File: config.mk
export PLATFORM = sky130hd
export DESIGN_NAME = rsst_top
export DESIGN_NICKNAME = d
export VERILOG_FILES = /design/src/rsst_pkg.sv /design/src/rsst_ctrl_if.sv /design/src/rsst_trim.sv /design/src/rsst_srcsel.sv /design/src/rsst_top.sv
export VERILOG_INCLUDE_DIRS = /design/src
export SDC_FILE = /design/constraint.sdc
export NUM_CORES = 1
export LEC_CHECK = 0
export ABC_AREA = 1
export BUFFER_PORTS_ARGS = -buffer_cell sky130_fd_sc_hd__buf_2
export CAP_MARGIN = 10
export CORE_MARGIN = 4
export CORE_UTILIZATION = 45
export CTS_CLUSTER_SIZE = 14
export DETAILED_ROUTE_END_ITERATION = 12
export GPL_ROUTABILITY_DRIVEN = 0
export PLACE_DENSITY = 0.72
export SLEW_MARGIN = 20
export SYNTH_ARGS = -nofsm -noshare
export SYNTH_HDL_FRONTEND = slang
export SYNTH_SLANG_ARGS = --single-unit
File: constraint.sdc
create_clock -name clk_sys -period 1.45 [get_ports clk_sys]
set_input_delay 0.0725 -clock clk_sys [delete_from_list [all_inputs] [get_ports clk_sys]]
set_output_delay 0.0725 -clock clk_sys [all_outputs]
set_load 0.01 [all_outputs]
File: src/rsst_defines.svh
`ifndef RSST_DEFINES_SVH
`define RSST_DEFINES_SVH

// Register offsets
`define RSST_OFS_TRIM 8'h1B
`define RSST_OFS_SRC 8'h1D

// Field positions in the trim register
`define RSST_TRIM_CTRL_BIT 7
`define RSST_TRIM_FIELD_MSB 5
`define RSST_TRIM_FIELD_LSB 0

// Field positions in the source control register
`define RSST_SRC_FORCE_BIT 0
`define RSST_SRC_SELEXT_BIT 1
`define RSST_SRC_VALID_BIT 2
`define RSST_SRC_STALE_BIT 3

// Reset values: hardware trim in charge, field all ones, auto source
`define RSST_TRIM_RST 8'hBF
`define RSST_SRC_RST 8'h00

// Hardware default trim code, 2 pF in 0.25 pF steps
`define RSST_TRIM_DEFAULT 6'h08
// Fixed on-chip load, 13 pF in 0.25 pF steps
`define RSST_LOAD_FIXED 7'h34

// Calibration run time in clk_sys cycles
`define RSST_CAL_CYCLES 16

`endif

File: src/rsst_pkg.sv
package rsst_pkg;

    // Calibration sequencer states
    typedef enum logic [1:0] {
        CAL_WAIT_REF,
        CAL_RUN,
        CAL_DONE
    } rsst_cal_state_t;

    // One preset entry: frequencies in units of 100 Hz
    typedef struct packed {
        logic known;
        logic outKnown;
        logic [31:0] vcoFreq;
        logic [31:0] outFreq;
    } rsst_preset_t;

endpackage : rsst_pkg

File: src/rsst_ctrl_if.sv
`timescale 1ns/10ps
interface rsst_ctrl_if;
    logic [7:0] trimWord;
    logic [5:0] trimCode;
    logic [6:0] loadCap;
    logic forceXtal;
    logic refPresent;
    logic xtalPresent;
    logic selExt;
    logic xtalEn;
    logic refValid;

    modport trim (input trimWord, output trimCode, output loadCap);
    modport src (input forceXtal, input refPresent, input xtalPresent,
                 output selExt, output xtalEn, output refValid);
    modport top (output trimWord, input trimCode, input loadCap,
                 output forceXtal, output refPresent, output xtalPresent,
                 input selExt, input xtalEn, input refValid);
endinterface : rsst_ctrl_if

File: src/rsst_trim.sv
`timescale 1ns/10ps
`include "rsst_defines.svh"
module rsst_trim (
    // Clock and reset
    input wire logic clk_sys,
    input wire logic rst,
    input wire logic ce,
    // Control carrier
    rsst_ctrl_if.trim ctl
);
    logic regCtrl;
    logic [5:0] trimCode_d;
    logic [5:0] trimCode_q;

    // Register field only while the control bit is low
    assign regCtrl = ~ctl.trimWord[`RSST_TRIM_CTRL_BIT];
    assign trimCode_d = regCtrl ?
        ctl.trimWord[`RSST_TRIM_FIELD_MSB:`RSST_TRIM_FIELD_LSB] :
        `RSST_TRIM_DEFAULT; // RQ5

    // Reset restores the 2 pF default, giving 15 pF total
    always_ff @(posedge clk_sys) begin
        if (rst) begin
            trimCode_q <= `RSST_TRIM_DEFAULT; // RQ3
        end else if (ce) begin
            trimCode_q <= trimCode_d;
        end
    end

    // Linear quarter-pF steps above the fixed part
    assign ctl.trimCode = trimCode_q; // RQ4
    assign ctl.loadCap = `RSST_LOAD_FIXED + {1'b0, trimCode_q}; // RQ4
endmodule : rsst_trim

File: src/rsst_srcsel.sv
`timescale 1ns/10ps
module rsst_srcsel (
    // Clock and reset
    input wire logic clk_sys,
    input wire logic rst,
    input wire logic ce,
    // Control carrier
    rsst_ctrl_if.src ctl
);
    logic selExt_d;
    logic selExt_q;
    logic xtalEn_q;
    logic refValid_d;
    logic refValid_q;

    // External input wins unless the crystal is forced
    assign selExt_d = ctl.refPresent & ~ctl.forceXtal; // RQ7 RQ9
    assign refValid_d = selExt_d ? ctl.refPresent : ctl.xtalPresent; // RQ10

    // Re-evaluated every enabled cycle, so any input change shows next edge
    always_ff @(posedge clk_sys) begin
        if (rst) begin
            selExt_q <= 1'b0;
            xtalEn_q <= 1'b1;
            refValid_q <= 1'b0;
        end else if (ce) begin
            selExt_q <= selExt_d; // RQ12
            xtalEn_q <= ~selExt_d; // RQ7 RQ12
            refValid_q <= refValid_d;
        end
    end

    assign ctl.selExt = selExt_q;
    assign ctl.xtalEn = xtalEn_q;
    assign ctl.refValid = refValid_q;
endmodule : rsst_srcsel

File: src/rsst_top.sv
// Contract
// (RQ1) Preset code 110011 gives VCO 3468.75 MHz and output 693.75 MHz.
// (RQ2) Preset code 110001 gives VCO 3452.846 MHz.
// (RQ3) After reset the variable crystal load is 2 pF, 15 pF total.
// (RQ4) Six-bit trim field sets load linearly, 0.25 pF per code step.
// (RQ5) Trim field drives the load only while the control bit is zero.
// (RQ6) Trim field resets to all ones, 15.75 pF.
// (RQ7) A clock seen on the external input selects it, crystal off.
// (RQ8) Crystal-force bit resets to zero, external preference active.
// (RQ9) Crystal-force bit set keeps crystal selected regardless of detector.
// (RQ10) Pick source from monitor; calibrate only once a valid reference exists.
// (RQ11) The controller requests recalibration after changing preset pins.
// (RQ12) Source select and crystal enable are registered, re-evaluated continually.
`timescale 1ns/10ps
`include "rsst_defines.svh"
module rsst_top #(
    parameter int CAL_CYCLES = `RSST_CAL_CYCLES
) (
    // Clock, reset, enable
    input wire logic clk_sys,
    input wire logic rst,
    input wire logic ce,
    // Preset selection pins
    input wire logic preset_code_bit5,
    input wire logic preset_code_bit4,
    input wire logic preset_code_bit3,
    input wire logic preset_code_bit2,
    input wire logic preset_code_bit1,
    input wire logic preset_code_bit0,
    // Reference monitor
    input wire logic refPresent,
    input wire logic xtalPresent,
    // Register port from the serial engine
    input wire logic regWr,
    input wire logic regRd,
    input wire logic [7:0] regAddr,
    input wire logic [7:0] regWrData,
    output logic [7:0] regRdData,
    output logic regRdValid,
    // Calibration request from the serial engine
    input wire logic calRequest,
    // Reference control outputs
    output logic selExt,
    output logic xtalEn,
    output logic refValid,
    output logic [5:0] xtalTrimCode,
    output logic [6:0] xtalLoadQuarterPf,
    // Synthesis settings
    output logic presetKnown,
    output logic presetOutKnown,
    output logic [31:0] vcoFreq,
    output logic [31:0] outFreq,
    // Calibration status
    output logic calStart,
    output logic calBusy,
    output logic calDone,
    output logic presetStale
);
    // Refuse a calibration time the counter cannot hold
    if (CAL_CYCLES < 1 || CAL_CYCLES > 65535) begin : g_bad_cal
        $error("CAL_CYCLES out of range");
    end

    rsst_ctrl_if ctl ();

    // Preset decode, frequencies in units of 100 Hz
    function automatic rsst_pkg::rsst_preset_t presetDecode(input logic [5:0] code);
        rsst_pkg::rsst_preset_t p;
        p = '0;
        // Codes whose output is a ratio carry the VCO setting only
        case (code)
            6'h31: begin
                p.known = 1'b1;
                p.vcoFreq = 32'h020EDCCC; // 3452.846 MHz
            end
            6'h32: begin
                p.known = 1'b1;
                p.vcoFreq = 32'h021115E6; // 3467.415 MHz
            end
            6'h33: begin
                p = {1'b1, 1'b1, 32'h02114A0C, 32'h0069DB9C};
            end
            6'h34: begin
                p.known = 1'b1;
                p.vcoFreq = 32'h02134F78; // 3481.996 MHz
            end
            6'h36: begin
                p.known = 1'b1;
                p.vcoFreq = 32'h021BAACE; // 3536.763 MHz
            end
            6'h37: begin
                p = {1'b1, 1'b1, 32'h0222ACAC, 32'h006D55BC};
            end
            6'h38: begin
                p = {1'b1, 1'b1, 32'h02245CDC, 32'h006DAC2C};
            end
            6'h39: begin
                p = {1'b1, 1'b1, 32'h02251D20, 32'h006DD2A0};
            end
            6'h3A: begin
                p = {1'b1, 1'b1, 32'h023ABB9E, 32'h00722585};
            end
            6'h3B: begin
                p = {1'b1, 1'b1, 32'h023C3460, 32'h007270E0};
            end
            6'h3C: begin
                p = {1'b1, 1'b1, 32'h02514300, 32'h0076A700};
            end
            6'h3D: begin
                p = {1'b1, 1'b1, 32'h0252C37E, 32'h0076F3E6};
            end
            6'h3E: begin
                p = {1'b1, 1'b1, 32'h02540BE4, 32'h00773594};
            end
            default: begin
                p = '0;
            end
        endcase
        return p;
    endfunction : presetDecode

    // Address match, used by both write and read paths
    function automatic logic addrHit(input logic [7:0] a, input logic [7:0] ofs);
        return a == ofs;
    endfunction : addrHit

    logic [5:0] presetCode;
    rsst_pkg::rsst_preset_t presetNow;
    logic wrTrim;
    logic wrSrc;
    logic hitTrim;
    logic hitSrc;
    logic [7:0] rdMux;
    logic [7:0] srcStatus;
    logic [7:0] trimReg_q;
    logic forceXtal_q;
    logic [7:0] regRdData_q;
    logic regRdValid_q;
    rsst_pkg::rsst_preset_t preset_q;
    rsst_pkg::rsst_cal_state_t calState_q;
    rsst_pkg::rsst_cal_state_t calState_d;
    logic [15:0] calCnt_q;
    logic [15:0] calCnt_d;
    logic calStart_q;
    logic calLaunch;
    logic [5:0] calCode_q;

    // Pins gathered into one code, bit 5 first
    assign presetCode = {preset_code_bit5, preset_code_bit4, preset_code_bit3,
                         preset_code_bit2, preset_code_bit1, preset_code_bit0};
    assign presetNow = presetDecode(presetCode); // RQ1 RQ2

    // Settings are registered so pin glitches between clock edges never reach the synthesizer
    always_ff @(posedge clk_sys) begin
        if (rst) begin
            preset_q <= '0;
        end else if (ce) begin
            preset_q <= presetNow; // RQ1 RQ2
        end
    end

    // Register decode
    assign hitTrim = addrHit(regAddr, `RSST_OFS_TRIM);
    assign hitSrc = addrHit(regAddr, `RSST_OFS_SRC);
    assign wrTrim = regWr & hitTrim;
    assign wrSrc = regWr & hitSrc;

    // Trim register: field resets to all ones, hardware default in charge
    always_ff @(posedge clk_sys) begin
        if (rst) begin
            trimReg_q <= `RSST_TRIM_RST; // RQ6
        end else if (ce && wrTrim) begin
            trimReg_q <= regWrData & 8'hBF;
        end
    end

    // Crystal-force bit, cleared so the external input is preferred
    always_ff @(posedge clk_sys) begin
        if (rst) begin
            forceXtal_q <= 1'b0; // RQ8
        end else if (ce && wrSrc) begin
            forceXtal_q <= regWrData[`RSST_SRC_FORCE_BIT];
        end
    end

    // Source register reads back live status beside the force bit
    // Status bits are read-only, so writes to them are dropped
    assign srcStatus = {4'h0, presetStale, ctl.refValid, ctl.selExt, forceXtal_q};
    assign rdMux = hitTrim ? trimReg_q : (hitSrc ? srcStatus : 8'h00);

    // Read data one cycle after the strobe; unmapped reads give zero
    always_ff @(posedge clk_sys) begin
        if (rst) begin
            regRdData_q <= 8'h00;
            regRdValid_q <= 1'b0;
        end else if (ce) begin
            regRdValid_q <= regRd;
            if (regRd) begin
                regRdData_q <= rdMux;
            end
        end
    end

    // Carrier hookup
    assign ctl.trimWord = trimReg_q;
    assign ctl.forceXtal = forceXtal_q;
    assign ctl.refPresent = refPresent;
    assign ctl.xtalPresent = xtalPresent;

    rsst_trim u_trim (
        .clk_sys(clk_sys),
        .rst(rst),
        .ce(ce),
        .ctl(ctl)
    );

    rsst_srcsel u_src (
        .clk_sys(clk_sys),
        .rst(rst),
        .ce(ce),
        .ctl(ctl)
    );

    // Calibration: wait for a valid reference, then run a fixed time.
    // A request restarts it; the device cannot tell a pin change was meant.
    assign calLaunch = (calState_q == rsst_pkg::CAL_WAIT_REF) && ctl.refValid; // RQ10

    always_comb begin
        calState_d = calState_q;
        calCnt_d = calCnt_q;
        case (calState_q)
            rsst_pkg::CAL_WAIT_REF: begin
                if (ctl.refValid) begin
                    calState_d = rsst_pkg::CAL_RUN; // RQ10
                    calCnt_d = 16'(CAL_CYCLES - 1);
                end
            end
            rsst_pkg::CAL_RUN: begin
                if (calCnt_q == 16'h0000) begin
                    calState_d = rsst_pkg::CAL_DONE;
                end else begin
                    calCnt_d = calCnt_q - 16'h0001;
                end
            end
            rsst_pkg::CAL_DONE: begin
                calState_d = rsst_pkg::CAL_DONE;
            end
            default: begin
                calState_d = rsst_pkg::CAL_WAIT_REF;
            end
        endcase
        if (calRequest) begin
            calState_d = rsst_pkg::CAL_WAIT_REF; // RQ11
            calCnt_d = 16'h0000;
        end
    end

    // A request in the launch cycle suppresses the start pulse
    // Sequencer registers and the code latched at launch
    always_ff @(posedge clk_sys) begin
        if (rst) begin
            calState_q <= rsst_pkg::CAL_WAIT_REF;
            calCnt_q <= 16'h0000;
            calStart_q <= 1'b0;
            calCode_q <= 6'h00;
        end else if (ce) begin
            calState_q <= calState_d;
            calCnt_q <= calCnt_d;
            calStart_q <= calLaunch & ~calRequest;
            if (calLaunch) begin
                calCode_q <= presetCode;
            end
        end
    end

    // Pins moved since the last calibration: a recalibration is owed
    logic presetStale_q;
    always_ff @(posedge clk_sys) begin
        if (rst) begin
            presetStale_q <= 1'b0;
        end else if (ce) begin
            presetStale_q <= (calState_q != rsst_pkg::CAL_WAIT_REF) &&
                             (presetCode != calCode_q); // RQ11
        end
    end

    // Outputs
    assign regRdData = regRdData_q;
    assign regRdValid = regRdValid_q;
    assign selExt = ctl.selExt;
    assign xtalEn = ctl.xtalEn;
    assign refValid = ctl.refValid;
    assign xtalTrimCode = ctl.trimCode;
    assign xtalLoadQuarterPf = ctl.loadCap;
    assign presetKnown = preset_q.known;
    assign presetOutKnown = preset_q.outKnown;
    assign vcoFreq = preset_q.vcoFreq;
    assign outFreq = preset_q.outFreq;
    assign calStart = calStart_q;
    assign calBusy = (calState_q == rsst_pkg::CAL_RUN);
    assign calDone = (calState_q == rsst_pkg::CAL_DONE);
    assign presetStale = presetStale_q;
endmodule : rsst_top

==> results_dict.tcl <==
set metrics [dict create \
    fill_cells 1025 \
    clockBufferDepth 2 \
    required_ns 1.76 \
    drt-pass1-iter-count 5 \
    drv_cap 0 \
    cts_tree "built" \
    regToRegStartpoint "calState_q[0]" \
    h-tree-depth 3 \
    syn-cell-area_um2 4800 \
    start_util_pct 46.3 \
    slew_violations 0 \
    worstSetupStartpoint "calState_q[0]" \
    drc 0 \
    synth_cell_types 35 \
    root_buffer "clkbuf_8" \
    finalCritPeriodShare_pct 99.7 \
    diodes 0 \
    synth.top_cell.area_share_pct 40.5 \
    status "complete, no violations" \
    r2r_setup_slack_ns 0.004 \
    die_w_um 111 \
    yosysTopAreaCell "dfxtp_1" \
    ys_seq_area_share_pct 40.5 \
    wl_per_cell_um 13.3 \
    synth_edf_count 0 \
    io_buffers 104 \
    max_freq_mhz 692 \
    worst-path-buf-inv 2 \
    fin_nets 858 \
    max_stage_delay_ns 0.39 \
    crit_chain "inv_4, ha_4, nand2_2, o21ai_2, nor2_2, nand2_2, buf_6, o21ai_1, nand2_1, nor2_1" \
    cellPowerDensity_nw_per_um2 1030 \
    dp.final_hpwl_um 9500 \
    antenna_found_initial 0 \
    p_leak_nw 2.99 \
    die_h_um 111 \
    clk_pin_slew_worst_paths_ns 0.09 \
    grt-ovfl-total 0 \
    syn_avg_cell_area_um2 6.86 \
    multi_input_area_um2 2490 \
    clkLatencyLatePin_ns 0.37 \
    grt_pass1_wl_um 21600 \
    arrival_ns 1.75 \
    hold_depth 4 \
    synth.top_cells.by_area "dfxtp_1 40%, nand2_1 15%, a21oi_1 8.2%" \
    ant_nets 0 \
    grt_pass1_vias 4603 \
    syn-instance-count 700 \
    grt_util_all_layers_pct 20.9 \
    yosysWarnings 0 \
    min_from "refPresent" \
    skew_ns 0.00966 \
    setup_viol 0 \
    min_to "u_src.ctl.xtalEn" \
    rsz0062_at_grt "yes" \
    io_pins 125 \
    cp_top_family "simple AND/OR/NAND/NOR gates" \
    final_hold_viol_count 0 \
    hold_path.class "primary input to flip-flop" \
    path_max_fanout 10 \
    synthArstFlopShare_pct 0 \
    drt_wl_total_um 12900 \
    std_cell_rows 37 \
    final_core_util_pct 57.6 \
    final.min_clock_period_ns 1.45 \
    ys.flop_type "dfxtp_1" \
    worstSetupPathType "flip-flop to flip-flop" \
    routed_via_density 5.07 \
    synth_seq_cells 97 \
    critPathSlowestCell "dfxtp_4" \
    die_area_um2 12400 \
    power_mw 6.14 \
    r2r_cells 10 \
    grt_max_degree 63 \
    rr_endpoint "calCnt_q[5]" \
    layout.area.seq_um2 1950 \
    crit_top_cell "nand2_2" \
    setup_tns_ns 0 \
    core-area_um2 10400 \
    vias 4888 \
    first_iter_violations 339 \
    ir_worst_vdd_v 0.000490 \
    setup.worst_path.end_class "flip-flop" \
    startpoint_type "flip-flop" \
    drive_gt1_share_pct 26.7 \
    numCtsBuffers 9 \
    area_growth_pct 24.3 \
    cts.sinks 97 \
]
==> cells by family (layout without fill, tap and decap cells) <==
family / count (synthesis) / after routing / synth area share [%]
buffers and inverters: 121 / 231 / 12.0
XOR/XNOR: 3 / 3 / 0.548
AO/OA/AOI/OAI: 131 / 131 / 14.7
adder cells (fa/ha/maj): 5 / 5 / 1.30
flip-flops: 97 / 97 / 40.5
AND/OR/NAND/NOR: 342 / 342 / 30.9
other: 1 / 19 / 0.0781
==> registers in the layout, indices dropped and copies added (netlist names) <==
signal,flops
calCnt_q,16
calCode_q,6
calStart,1
calState_q,2
ctl.forceXtal,1
ctl.trimWord,7
outFreq,21
presetKnown,1
presetOutKnown,1
presetStale,1
regRdData,7
regRdValid,1
u_src.ctl.refValid,1
u_src.ctl.selExt,1
u_src.ctl.xtalEn,1
u_trim.ctl.trimCode,6
vcoFreq,23
==> synth_stat cells, types with 4 or more instances <==
cell,count
buf_4,24
a21oi_1,79
nor2_1,63
nor3_1,8
inv_1,66
buf_1,4
nand4_1,9
nor2_2,7
ha_1,5
buf_2,4
inv_2,4
nand2_2,5
o21ai_0,37
nand3_1,44
nor2_4,5
nand2_1,194
clkbuf_1,15
dfxtp_1,97
==> metal layers <==
metal | GRT usage (%) | up-vias | wire, um | part of all wire [%]
li1 | - | 2457 | - | -
met2 | 35.2 | 164 | 6360 | 49
met1 | 26.3 | 2250 | 5430 | 42
met4 | 7.54 | 0 | 231 | 1.8
met3 | 4.31 | 17 | 839 | 6.5
met5 | 0 | - | 0 | 0
==> worst reg2reg max path, cell delays in order (launching register included) <==
cell and delay, ns:
dfxtp_4 0.39, inv_4 0.04, ha_4 0.16, nand2_2 0.06, o21ai_2 0.06, nor2_2 0.14
nand2_2 0.09, buf_6 0.16, o21ai_1 0.12, nand2_1 0.07, nor2_1 0.10
==> power breakdown <==
part	switching (mW)	internal [mW]	total [mW]	leakage [nW]
Clock	0.940	0.844	1.78	0.103
Combinational	0.884	0.586	1.47	2.09
Sequential	0.0957	2.79	2.89	0.791
Total	1.92	4.22	6.14	2.99
==> repair_timing <==
action                                  CTS  global route
endpoints found under the setup margin   15            18
resized for setup                        11            46
buffers inserted                          0             1
hold buffers                              8             0
pin swaps                                 2            15
endpoints found under the hold margin     8             0
==> layout make-up <==
class	count	share of cell area [%]
Timing Repair Buffer	144	14.9
Sequential cell	97	32.7
Inverter	71	4.59
Clock inverter	5	0.901
Tap cell	136	2.85
Clock buffer	11	2.37
Multi-Input combinational cell	500	41.7
==> layout by cell type, fill, tap and decap left out, types with 3 or more instances in the layout <==
cell type,netlist,routed
a21oi_1,79,78
buf_2,4,103
buf_4,24,26
buf_6,2,5
clkbuf_8,0,10
clkinv_2,0,3
conb_1,1,19
dfxtp_1,97,92
dfxtp_2,0,4
dlygate4sd3_1,0,8
ha_4,0,4
inv_1,66,58
inv_2,4,10
inv_4,1,3
nand2_1,194,189
nand2_2,5,8
nand2_4,3,5
nand3_1,44,44
nand3b_1,3,3
nand4_1,9,9
nor2_1,63,54
nor2_2,7,13
nor2_4,5,8
nor3_1,8,5
nor3_2,0,3
o21ai_0,37,30
o21ai_1,0,3
o21ai_2,3,7
o22ai_1,3,3
==> metrics by stage <==
stage / cells / hold WS, ns / setup slack (ns) / cell area (um^2)
CTS: 963 / 0.0374 / -0.00248 / 5840
global route: 964 / 0.0442 / -0.142 / 5970
detailed placement: 939 / 0.299 / -0.0744 / 5520
finish: 964 / 0.0522 / 0.00388 / 5970
floorplan: 718 / 0.199 / 0.00240 / 4880
global placement: 939 / 0.300 / 0.00525 / 5520
==> worst max path at each step <==
| stage | to | slack (ns) | cells past startpoint |
|---|---|---|---|
| detailed placement | calCnt_q[13] | -0.07 | 10 |
| global route | calCnt_q[5] | -0.14 | 10 |
| finish | calCnt_q[5] | 0.004 | 10 |
| CTS | calCnt_q[13] | -0.002 | 10 |
| floorplan | calCnt_q[0] | 0.002 | 10 |
| global placement | calCnt_q[11] | 0.005 | 12 |
(Power assumes the default switching activity.)
